===== src/hw/angle_calc_pkg.sv =====
// Purpose: shared constants and types for the electrical angle timer and waveform unit
// Assumes: 32-bit classic Wishbone, one register per aligned word, byte address = 4 * index
// Notes:   all offsets, field positions and the two control register reset values used by the design live here
package angle_calc_pkg;

  localparam int REG_IDX_W = 14;
  localparam logic [REG_IDX_W-1:0] IDX_ANGLE_TIMER_CONTROL = 14'h1fc0;
  localparam logic [REG_IDX_W-1:0] IDX_CALC_CONTROL        = 14'h1fc1;
  localparam logic [REG_IDX_W-1:0] IDX_ANGLE_PERIOD        = 14'h1fc2;
  localparam logic [REG_IDX_W-1:0] IDX_CURRENT_ANGLE       = 14'h1fc3;
  localparam logic [REG_IDX_W-1:0] IDX_VOLTAGE_AMPLITUDE   = 14'h1fc4;
  localparam logic [REG_IDX_W-1:0] IDX_ANGLE_CAPTURE       = 14'h1fc5;
  localparam logic [REG_IDX_W-1:0] IDX_SINE_TABLE_WRITE    = 14'h1fc6;
  localparam logic [REG_IDX_W-1:0] IDX_RESULT_U            = 14'h1fc7;
  localparam logic [REG_IDX_W-1:0] IDX_RESULT_V            = 14'h1fc8;
  localparam logic [REG_IDX_W-1:0] IDX_RESULT_W            = 14'h1fc9;

  // angle_timer_control fields
  localparam int BIT_COUNT_DIRECTION = 7;
  localparam int BIT_PHASE_ORDER     = 6;
  localparam int BIT_PRESCALE_HI     = 5;
  localparam int BIT_PRESCALE_LO     = 4;
  localparam int BIT_MODULATION      = 3;
  localparam int BIT_XFER_ENABLE     = 2;
  localparam int BIT_CALC_ENABLE     = 1;
  localparam int BIT_TIMER_ENABLE    = 0;
  localparam logic [7:0] TIMER_CONTROL_RESET = 8'h00;

  // calc_control fields
  localparam int BIT_SOFT_START  = 3;
  localparam int BIT_CALC_BUSY   = 2;
  localparam int BIT_SYNC_DIS    = 1;
  localparam int BIT_IRQ_SELECT  = 0;
  localparam logic [1:0] CALC_CONTROL_RESET = 2'h0;

  // angle_period_setting fields
  localparam int PERIOD_HI     = 11;
  localparam int FRACTION_LO   = 12;
  localparam int FRACTION_HI   = 15;
  localparam logic [11:0] PERIOD_MIN = 12'h010;

  localparam logic [8:0] ANGLE_MAX     = 9'h17f;
  localparam logic [8:0] ANGLE_HALF    = 9'h0bf;
  localparam logic [9:0] ANGLE_FULL    = 10'h180;
  localparam logic [9:0] ANGLE_THIRD   = 10'h080;
  localparam logic [9:0] ANGLE_2THIRD  = 10'h100;

  // prescaler masks for fc/8, fc/16, fc/32, fc/64
  localparam logic [5:0] PRESCALE_MASK_8  = 6'h07;
  localparam logic [5:0] PRESCALE_MASK_16 = 6'h0f;
  localparam logic [5:0] PRESCALE_MASK_32 = 6'h1f;
  localparam logic [5:0] PRESCALE_MASK_64 = 6'h3f;

  localparam logic [1:0] PHASE_U = 2'h0;
  localparam logic [1:0] PHASE_V = 2'h1;
  localparam logic [1:0] PHASE_W = 2'h2;

  typedef struct packed {
    logic [15:0] u;
    logic [15:0] v;
    logic [15:0] w;
  } phase_result_t;

  typedef enum logic {CALC_IDLE, CALC_RUN} calc_state_t;

endpackage


===== src/hw/electrical_angle_waveform_calc.sv =====
// Purpose: electrical angle timer and sine waveform arithmetic unit, Wishbone register slave
// Assumes: one 20 MHz clock; position_detect_i and modulation period come from same-clock logic
// Notes:   one phase is computed per cycle, so a calculation takes three cycles
// Functional notes
// - period field sets prescaled ticks per step
// - correction n lengthens n of 16 steps
// - angle readable, writable while timer runs
// - angle writes above 17FH rejected
// - result is amplitude times table sample
// - amplitude limited by modulation period
// - position detect latches angle into capture
// - software start bit begins calculation
// - busy bit shows calculation in progress
// - sync bit chooses angle-event start
// - interrupt source: period end or calc end
// - direction bit selects angle up or down
// - phase order selects plus/minus 120 offsets
// - prescaler selects fc/8 through fc/64
// - modulation bit selects two or three phase
// - transfer, calculation and timer enable bits
// - period below 010H treated as 010H
// - timer disable stops and clears count
// - software start aborts running calculation
// - three-phase sign depends on half cycle
//
// The implementer's own choice: the Wishbone slave port.
`timescale 1ns/1ns
module electrical_angle_waveform_calc
  import angle_calc_pkg::*;
#(
  parameter int SAMPLE_W = 8
) (
  input  wire logic                clk_i,
  input  wire logic                rst_b_i,
  input  wire logic                wb_cyc_i,
  input  wire logic                wb_stb_i,
  input  wire logic                wb_we_i,
  input  wire logic [15:0]         wb_adr_i,
  input  wire logic [3:0]          wb_sel_i,
  input  wire logic [31:0]         wb_dat_i,
  output      logic [31:0]         wb_dat_o,
  output      logic                wb_ack_o,
  input  wire logic [15:0]         pwm_modulation_period_i,
  input  wire logic                position_detect_i,
  output      phase_result_t       u_phase_compare_o,
  output      logic                compare_load_o,
  output      logic                angle_irq_o
);

  localparam int ANGLES = 384;

  function automatic logic [15:0] merge16(input logic [15:0] old_v, input logic [15:0] new_v,
                                          input logic [1:0] sel);
    merge16 = {sel[1] ? new_v[15:8] : old_v[15:8], sel[0] ? new_v[7:0] : old_v[7:0]};
  endfunction

  function automatic logic [8:0] phase_angle(input logic [8:0] base, input logic [1:0] k,
                                             input logic rev);
    logic [9:0] off;
    logic [10:0] s;
    off = (k == PHASE_V) ? ANGLE_THIRD : (k == PHASE_W) ? ANGLE_2THIRD : 10'h000;
    s = rev ? ({2'b00, base} + {1'b0, ANGLE_FULL} - {1'b0, off}) : ({2'b00, base} + {1'b0, off});
    if (s >= {1'b0, ANGLE_FULL}) begin
      s = s - {1'b0, ANGLE_FULL};
    end
    phase_angle = s[8:0];
  endfunction

  // ---------------- register bus ----------------
  logic                 ack_q;
  logic [31:0]          rdata_q;
  logic [7:0]           timer_ctrl_q;
  logic [1:0]           calc_ctrl_q;
  logic [15:0]          period_set_q;
  logic [8:0]           current_angle_q;
  logic [8:0]           current_angle_d;
  logic [15:0]          amplitude_q;
  logic [8:0]           angle_capture_q;
  logic [SAMPLE_W-1:0]  sine_table_q [ANGLES];

  wire logic [REG_IDX_W-1:0] bus_idx = wb_adr_i[15:2];
  wire logic bus_req  = wb_cyc_i && wb_stb_i;
  // writes land on the ack edge, where the master samples the answer
  wire logic bus_wr   = bus_req && wb_we_i && ack_q;
  wire logic [15:0] wlo = wb_dat_i[15:0];

  wire logic wr_timer_ctrl = bus_wr && bus_idx == IDX_ANGLE_TIMER_CONTROL && wb_sel_i[0];
  wire logic wr_calc_ctrl  = bus_wr && bus_idx == IDX_CALC_CONTROL && wb_sel_i[0];
  wire logic wr_period     = bus_wr && bus_idx == IDX_ANGLE_PERIOD;
  wire logic wr_angle      = bus_wr && bus_idx == IDX_CURRENT_ANGLE;
  wire logic wr_amplitude  = bus_wr && bus_idx == IDX_VOLTAGE_AMPLITUDE;
  wire logic wr_table      = bus_wr && bus_idx == IDX_SINE_TABLE_WRITE;

  wire logic [15:0] angle_wval = merge16({7'h00, current_angle_q}, wlo, wb_sel_i[1:0]);
  wire logic angle_wr_ok = wr_angle && (angle_wval[8:0] <= ANGLE_MAX) && (angle_wval[15:9] == 7'h00);

  wire logic count_down   = timer_ctrl_q[BIT_COUNT_DIRECTION];
  wire logic phase_rev    = timer_ctrl_q[BIT_PHASE_ORDER];
  wire logic [1:0] presc_sel = timer_ctrl_q[BIT_PRESCALE_HI:BIT_PRESCALE_LO];
  wire logic three_phase  = timer_ctrl_q[BIT_MODULATION];
  wire logic xfer_en      = timer_ctrl_q[BIT_XFER_ENABLE];
  wire logic calc_en      = timer_ctrl_q[BIT_CALC_ENABLE];
  wire logic timer_en     = timer_ctrl_q[BIT_TIMER_ENABLE];
  wire logic sync_dis     = calc_ctrl_q[BIT_SYNC_DIS];
  wire logic irq_sel      = calc_ctrl_q[BIT_IRQ_SELECT];
  wire logic soft_start   = wr_calc_ctrl && wb_dat_i[BIT_SOFT_START];

  calc_state_t   state_q;
  phase_result_t result_q;
  phase_result_t cmp_q;

  wire logic busy = (state_q == CALC_RUN);
  wire logic [7:0] calc_ctrl_rd = {4'h0, 1'b0, busy, calc_ctrl_q};

  wire logic [15:0] rd_mux =
    (bus_idx == IDX_ANGLE_TIMER_CONTROL) ? {8'h00, timer_ctrl_q} :
    (bus_idx == IDX_CALC_CONTROL)        ? {8'h00, calc_ctrl_rd} :
    (bus_idx == IDX_ANGLE_PERIOD)        ? period_set_q :
    (bus_idx == IDX_CURRENT_ANGLE)       ? {7'h00, current_angle_q} :
    (bus_idx == IDX_VOLTAGE_AMPLITUDE)   ? amplitude_q :
    (bus_idx == IDX_ANGLE_CAPTURE)       ? {7'h00, angle_capture_q} :
    (bus_idx == IDX_RESULT_U)            ? result_q.u :
    (bus_idx == IDX_RESULT_V)            ? result_q.v :
    (bus_idx == IDX_RESULT_W)            ? result_q.w : 16'h0000;

  // unmapped and write-only words answer with zero so a stray read never hangs the master
  always_ff @(posedge clk_i) begin
    if (!rst_b_i) begin
      ack_q   <= 1'b0;
      rdata_q <= 32'h0000_0000;
    end else begin
      ack_q   <= bus_req && !ack_q;
      rdata_q <= (bus_req && !ack_q && !wb_we_i) ? {16'h0000, rd_mux} : 32'h0000_0000;
    end
  end
  assign wb_ack_o = ack_q;
  assign wb_dat_o = rdata_q;

  // plain register writes; calc_control keeps only its two stored bits
  always_ff @(posedge clk_i) begin
    if (!rst_b_i) begin
      timer_ctrl_q <= TIMER_CONTROL_RESET;
      calc_ctrl_q  <= CALC_CONTROL_RESET;
      period_set_q <= 16'h0000;
      amplitude_q  <= 16'h0000;
    end else begin
      if (wr_timer_ctrl) begin
        timer_ctrl_q <= wb_dat_i[7:0];
      end
      if (wr_calc_ctrl) begin
        calc_ctrl_q <= wb_dat_i[BIT_SYNC_DIS:BIT_IRQ_SELECT];
      end
      if (wr_period) begin
        period_set_q <= merge16(period_set_q, wlo, wb_sel_i[1:0]);
      end
      if (wr_amplitude) begin
        amplitude_q <= merge16(amplitude_q, wlo, wb_sel_i[1:0]);
      end
    end
  end

  // table entry addressed by the current angle; not reset, contents are software's
  always_ff @(posedge clk_i) begin
    if (wr_table) begin
      sine_table_q[current_angle_q] <= wlo[SAMPLE_W-1:0];
    end
  end

  // ---------------- electrical angle timer ----------------
  logic [5:0]  presc_q;
  logic [12:0] step_cnt_q;
  logic [3:0]  group_q;

  wire logic [5:0] presc_mask =
    (presc_sel == 2'b00) ? PRESCALE_MASK_8 :
    (presc_sel == 2'b01) ? PRESCALE_MASK_16 :
    (presc_sel == 2'b10) ? PRESCALE_MASK_32 : PRESCALE_MASK_64;
  wire logic tick = timer_en && ((presc_q & presc_mask) == presc_mask);

  wire logic [11:0] period_raw = period_set_q[PERIOD_HI:0];
  wire logic [11:0] period_m   = (period_raw < PERIOD_MIN) ? PERIOD_MIN : period_raw;
  wire logic [3:0]  fraction_n = period_set_q[FRACTION_HI:FRACTION_LO];
  wire logic        extend     = (group_q < fraction_n);
  wire logic [12:0] step_last  = {1'b0, period_m} + {12'h000, extend} - 13'h0001;
  wire logic        period_done = tick && (step_cnt_q == step_last);

  wire logic [8:0] angle_step =
    count_down ? ((current_angle_q == 9'h000) ? ANGLE_MAX : current_angle_q - 9'h001) :
                 ((current_angle_q == ANGLE_MAX) ? 9'h000 : current_angle_q + 9'h001);

  // a software write overrides a step landing in the same cycle
  assign current_angle_d = angle_wr_ok ? angle_wval[8:0] :
                           period_done ? angle_step : current_angle_q;

  always_ff @(posedge clk_i) begin
    if (!rst_b_i || !timer_en) begin
      presc_q    <= 6'h00;
      step_cnt_q <= 13'h0000;
      group_q    <= 4'h0;
    end else begin
      presc_q <= presc_q + 6'h01;
      if (period_done) begin
        step_cnt_q <= 13'h0000;
        group_q    <= group_q + 4'h1;
      end else if (tick) begin
        step_cnt_q <= step_cnt_q + 13'h0001;
      end
    end
  end

  always_ff @(posedge clk_i) begin
    if (!rst_b_i) begin
      current_angle_q <= 9'h000;
      angle_capture_q <= 9'h000;
    end else begin
      current_angle_q <= current_angle_d;
      if (position_detect_i) begin
        angle_capture_q <= current_angle_q;
      end
    end
  end

  // ---------------- waveform arithmetic ----------------
  logic [1:0] phase_q;
  logic       calc_done_q;
  logic       compare_load_q;
  logic       irq_q;

  wire logic sync_event = !sync_dis && (period_done || angle_wr_ok);
  wire logic calc_start = calc_en && (soft_start || sync_event);

  wire logic [8:0] ph_angle = phase_angle(current_angle_q, phase_q, phase_rev);
  wire logic [SAMPLE_W-1:0] sample = sine_table_q[ph_angle];
  wire logic [15:0] ampl_eff = (amplitude_q > pwm_modulation_period_i) ?
                               pwm_modulation_period_i : amplitude_q;
  wire logic [15+SAMPLE_W:0] product = ampl_eff * sample;
  wire logic [15:0] scaled  = product[15+SAMPLE_W:SAMPLE_W];
  wire logic [15:0] half_md = {1'b0, pwm_modulation_period_i[15:1]};
  wire logic [15:0] half_sc = {1'b0, scaled[15:1]};
  wire logic [15:0] phase_res = !three_phase ? scaled :
                                (ph_angle <= ANGLE_HALF) ? half_md + half_sc : half_md - half_sc;

  always_ff @(posedge clk_i) begin
    if (!rst_b_i) begin
      state_q     <= CALC_IDLE;
      phase_q     <= PHASE_U;
      calc_done_q <= 1'b0;
      result_q    <= '0;
    end else begin
      calc_done_q <= 1'b0;
      if (!calc_en) begin
        state_q <= CALC_IDLE;
      end else if (calc_start) begin
        state_q <= CALC_RUN;
        phase_q <= PHASE_U;
      end else begin
        case (state_q)
          CALC_IDLE: begin
            phase_q <= PHASE_U;
          end
          CALC_RUN: begin
            case (phase_q)
              PHASE_U: result_q.u <= phase_res;
              PHASE_V: result_q.v <= phase_res;
              default: result_q.w <= phase_res;
            endcase
            if (phase_q == PHASE_W) begin
              state_q     <= CALC_IDLE;
              calc_done_q <= 1'b1;
            end else begin
              phase_q <= phase_q + 2'h1;
            end
          end
          default: begin
            state_q <= CALC_IDLE;
          end
        endcase
      end
    end
  end

  // compare values follow only whole calculations, never a half-written set
  always_ff @(posedge clk_i) begin
    if (!rst_b_i) begin
      cmp_q          <= '0;
      compare_load_q <= 1'b0;
      irq_q          <= 1'b0;
    end else begin
      compare_load_q <= calc_done_q && xfer_en && calc_en;
      if (calc_done_q && xfer_en && calc_en) begin
        cmp_q <= result_q;
      end
      irq_q <= irq_sel ? calc_done_q : period_done;
    end
  end
  assign u_phase_compare_o = cmp_q;
  assign compare_load_o    = compare_load_q;
  assign angle_irq_o       = irq_q;
endmodule


===== config.mk =====
export PLATFORM = sky130hd
export DESIGN_NAME = electrical_angle_waveform_calc
export DESIGN_NICKNAME = d
export VERILOG_FILES = /design/src/hw/angle_calc_pkg.sv /design/src/hw/electrical_angle_waveform_calc.sv
export SDC_FILE = /design/constraint.sdc
export NUM_CORES = 2
export LEC_CHECK = 0
export BUFFER_PORTS_ARGS = -buffer_cell sky130_fd_sc_hd__buf_4
export CAP_MARGIN = 10
export CORE_AREA = 4 4 588 590
export DETAILED_ROUTE_END_ITERATION = 8
export DIE_AREA = 0 0 592 594
export PLACE_DENSITY_LB_ADDON = 0.1
export SLEW_MARGIN = 20
export SYNTH_ARGS = -nofsm -noshare
export SYNTH_HDL_FRONTEND = slang
export SYNTH_SLANG_ARGS = --single-unit

===== constraint.sdc =====
create_clock -name clk_i -period 12 [get_ports clk_i]
set_input_delay 1.2 -clock clk_i [delete_from_list [all_inputs] [get_ports clk_i]]
set_output_delay 1.2 -clock clk_i [all_outputs]
set_load 0.05 [all_outputs]

==> flow_summary.json <==
{
  "status": "finished, final reports clean",
  "avgViaCountPerCell": 5.74,
  "num_vias": 74822,
  "period_share": 0.967,
  "path_buf_inv": 12,
  "worst_clock_skew_ns": 0.105,
  "fp.dieH_um": 594,
  "wl_um": 408000,
  "initial_core_util": 0.400,
  "hold_depth": 1,
  "fmax_mhz": 86.2,
  "pin_count": 157,
  "rows": 214,
  "worstPathArrival_ns": 12.39,
  "antenna_found_initial": 22,
  "grt_usage": 0.229,
  "overflow": 0,
  "synth_cell_type_count": 106,
  "maxCapViolCount": 0,
  "path_clk_slew_ns": 0.06,
  "cp_max_fo": 13,
  "place.gp.congestion": 0.843,
  "hold_violations": 0,
  "syn_area_um2": 136000,
  "wl_per_cell_um": 31.3,
  "grt_start_max_net_pins": 169,
  "clockBufferDepth": 4,
  "die_w_um": 592,
  "finalSetupViolCount": 0,
  "dpl.cell_count": 12371,
  "worstPathRequired_ns": 12.80,
  "area_growth_pct": 16.5,
  "core_um2": 340000,
  "worst_r2r_path_depth": 59,
  "fin_tns_setup_ns": 0,
  "cp-start-kind": "flop",
  "p_per_area_nw_per_um2": 149,
  "synth.avg_cell_area_um2": 17.9,
  "cts_root_buf": "clkbuf_16",
  "drv_slew": 0,
  "nets": 8489,
  "grt_pass1_wl_um": 580000,
  "grt_pass1_vias": 75964,
  "synth_ff_type": "edfxtp_1",
  "slew_headroom": 0.188,
  "critPathCaptureType": "flop",
  "cts_tree": "yes",
  "fillers": 28987,
  "seq_area_frac_synth": 0.709,
  "synth_seq_cells": 3274,
  "period_needed_ns": 11.60,
  "drt_iter0_drc": 8052,
  "slowest_stage": "fa_1",
  "min_path_type": "reg -> reg",
  "async_flop_share": 0,
  "cts.sinks": 3274,
  "cts_hold_buf": 0,
  "worstMarginPinSlew_ns": 1.21,
  "finalNonFillerCells": 13039,
  "critical_path_class": "reg -> reg",
  "ir_drop_mv": 0.111,
  "htree_levels": 5,
  "dp_hpwl_um": 260000,
  "antenna_left": 0,
  "dp_slack_ns": -0.691,
  "clkLatencyLatePin_ns": 0.97,
  "numCtsBuffers": 356,
  "yosys_warnings": 0,
  "port_buffers": 120,
  "setup_slack_ns": 0.401,
  "crit_family": "compound AO/OA/AOI/OAI gates",
  "netlist_instances": 7587,
  "drive_above_1_share": 0.272,
  "cpMostUsedCell": "a21o_1",
  "power_mw": 23.5,
  "p_leak_nw": 50.7,
  "synth_edf_count": 3072,
  "dr.pass1.iters": 7,
  "max_stage_delay_ns": 0.55,
  "dieArea_um2": 352000,
  "drc": 0,
  "cp_num_cells": 59
}
-- flip-flops by register name, summed over array words and instances (netlist names) --
name,cells
sine_table_q,3072
result_q,48
u_phase_compare_o,48
amplitude_q,16
period_set_q,16
wb_dat_o,16
step_cnt_q,13
angle_capture_q,9
current_angle_q,9
timer_ctrl_q,8
presc_q,6
group_q,4
calc_ctrl_q,2
phase_q,2
angle_irq_o,1
busy,1
calc_done_q,1
compare_load_o,1
wb_ack_o,1
-- logic make-up (layout without fill, tap and decap cells) --
group | Yosys count | in the layout | share of synthesized area
compound gates | 694 | 694 | 0.0348
other cells | 1 | 19 | 0.0000276
fa+ha+maj | 202 | 202 | 0.0233
xor+xnor | 83 | 83 | 0.00560
flops | 3274 | 3274 | 0.709
simple gates | 1727 | 1727 | 0.0555
mux | 993 | 993 | 0.153
buf+inv | 613 | 1511 | 0.0194
-- final cells by class --
type                    count  area (um2)  share of cell area
clock inverters           191        1840              0.0116
flip-flops and latches   3274       96300               0.608
diodes                      3        7.51           0.0000474
repair buffers            716        6430              0.0406
inverters                 150         569             0.00360
clock buffers             454        9550              0.0603
multi-input cells        3715       37900               0.239
well taps                4536        5680              0.0359
-- report_power, final --
| part | total (mW) | internal, mW | switching, mW |
|---|---|---|---|
| logic | 0.260 | 0.0335 | 0.227 |
| clock network | 10.8 | 6.27 | 4.53 |
| registers | 12.5 | 12.5 | 0.0000838 |
-- cells in the final DEF, fill, tap and decap left out, drive strengths merged, types with 21 or more instances in the layout --
cell type,netlist,final
nor2b,35,35
a22oi,37,37
a211oi,60,60
nand3,158,158
nand2b,21,21
xnor2,48,48
buf,208,716
nand2,548,548
a21oi,200,200
or2,36,36
mux2i,120,120
fa,85,85
xor2,35,35
o211ai,29,29
ha,117,117
bufinv,0,30
inv,150,161
a21o,24,24
nor2,704,704
clkinv,0,145
dfxtp,202,202
nor3,65,65
clkbuf,255,454
a31oi,42,42
and3,39,39
o21ai,94,94
mux4,862,862
edfxtp,3072,3072
nand4,28,28
-- synth_stat cells, types with 26 or more instances --
cell / count / share of area
dfxtp_1: 202 / 0.030
fa_1: 85 / 0.013
clkbuf_1: 255 / 0.0070
nand3_1: 156 / 0.0057
a22oi_1: 37 / 0.0020
buf_1: 71 / 0.0020
nor2b_1: 35 / 0.0016
mux2i_1: 118 / 0.0087
nor2_1: 703 / 0.019
mux4_2: 862 / 0.14
o211ai_1: 26 / 0.0014
a211oi_1: 60 / 0.0033
nand4_1: 28 / 0.0013
xor2_1: 34 / 0.0022
o21ai_0: 88 / 0.0032
a21oi_1: 198 / 0.0073
a31oi_1: 42 / 0.0019
and3_1: 39 / 0.0018
nand2_1: 546 / 0.015
ha_1: 117 / 0.011
xnor2_1: 46 / 0.0030
edfxtp_1: 3072 / 0.68
inv_1: 147 / 0.0041
buf_4: 34 / 0.0019
or2_2: 34 / 0.0016
buf_2: 91 / 0.0034
nor3_1: 64 / 0.0024
-- final timing paths --
| path | to | from | slack [ns] |
|---|---|---|---|
| worst min-delay path | presc_q[0] | presc_q[0] | 0.45 |
| worst max-delay path | result_q[45] | phase_q[1] | 0.40 |
| worst min register to register | presc_q[0] | presc_q[0] | 0.45 |
| worst max register to register | result_q[45] | phase_q[1] | 0.40 |
-- timing repair --
action                                  4_1_cts  5_1_grt
endpoints found under the setup margin       21       21
buffers inserted                              2       18
gates resized for setup                      41      116
pin swaps                                     8       68
-- through the flow --
step | util | hold WS (ns) | cell area [um2]
3_5_place_dp | 0.430 | 0.445 | 146000
2_1_floorplan | - | 0.418 | 136000
4_1_cts | 0.464 | 0.443 | 158000
6_report | 0.466 | 0.452 | 158000
3_3_place_gp | 0.430 | 0.430 | 146000
5_1_grt | 0.466 | 0.475 | 158000
-- routing by layer --
| metal | GRT usage | vias up | wire length, um |
|---|---|---|---|
| li1 | - | 31475 | - |
| met1 | 0.332 | 40065 | 178000 |
| met2 | 0.360 | 2669 | 191000 |
| met3 | 0.0343 | 609 | 26200 |
| met4 | 0.0639 | 4 | 13100 |
| met5 | 0.00178 | - | 99 |
(Power assumes the default switching activity.)
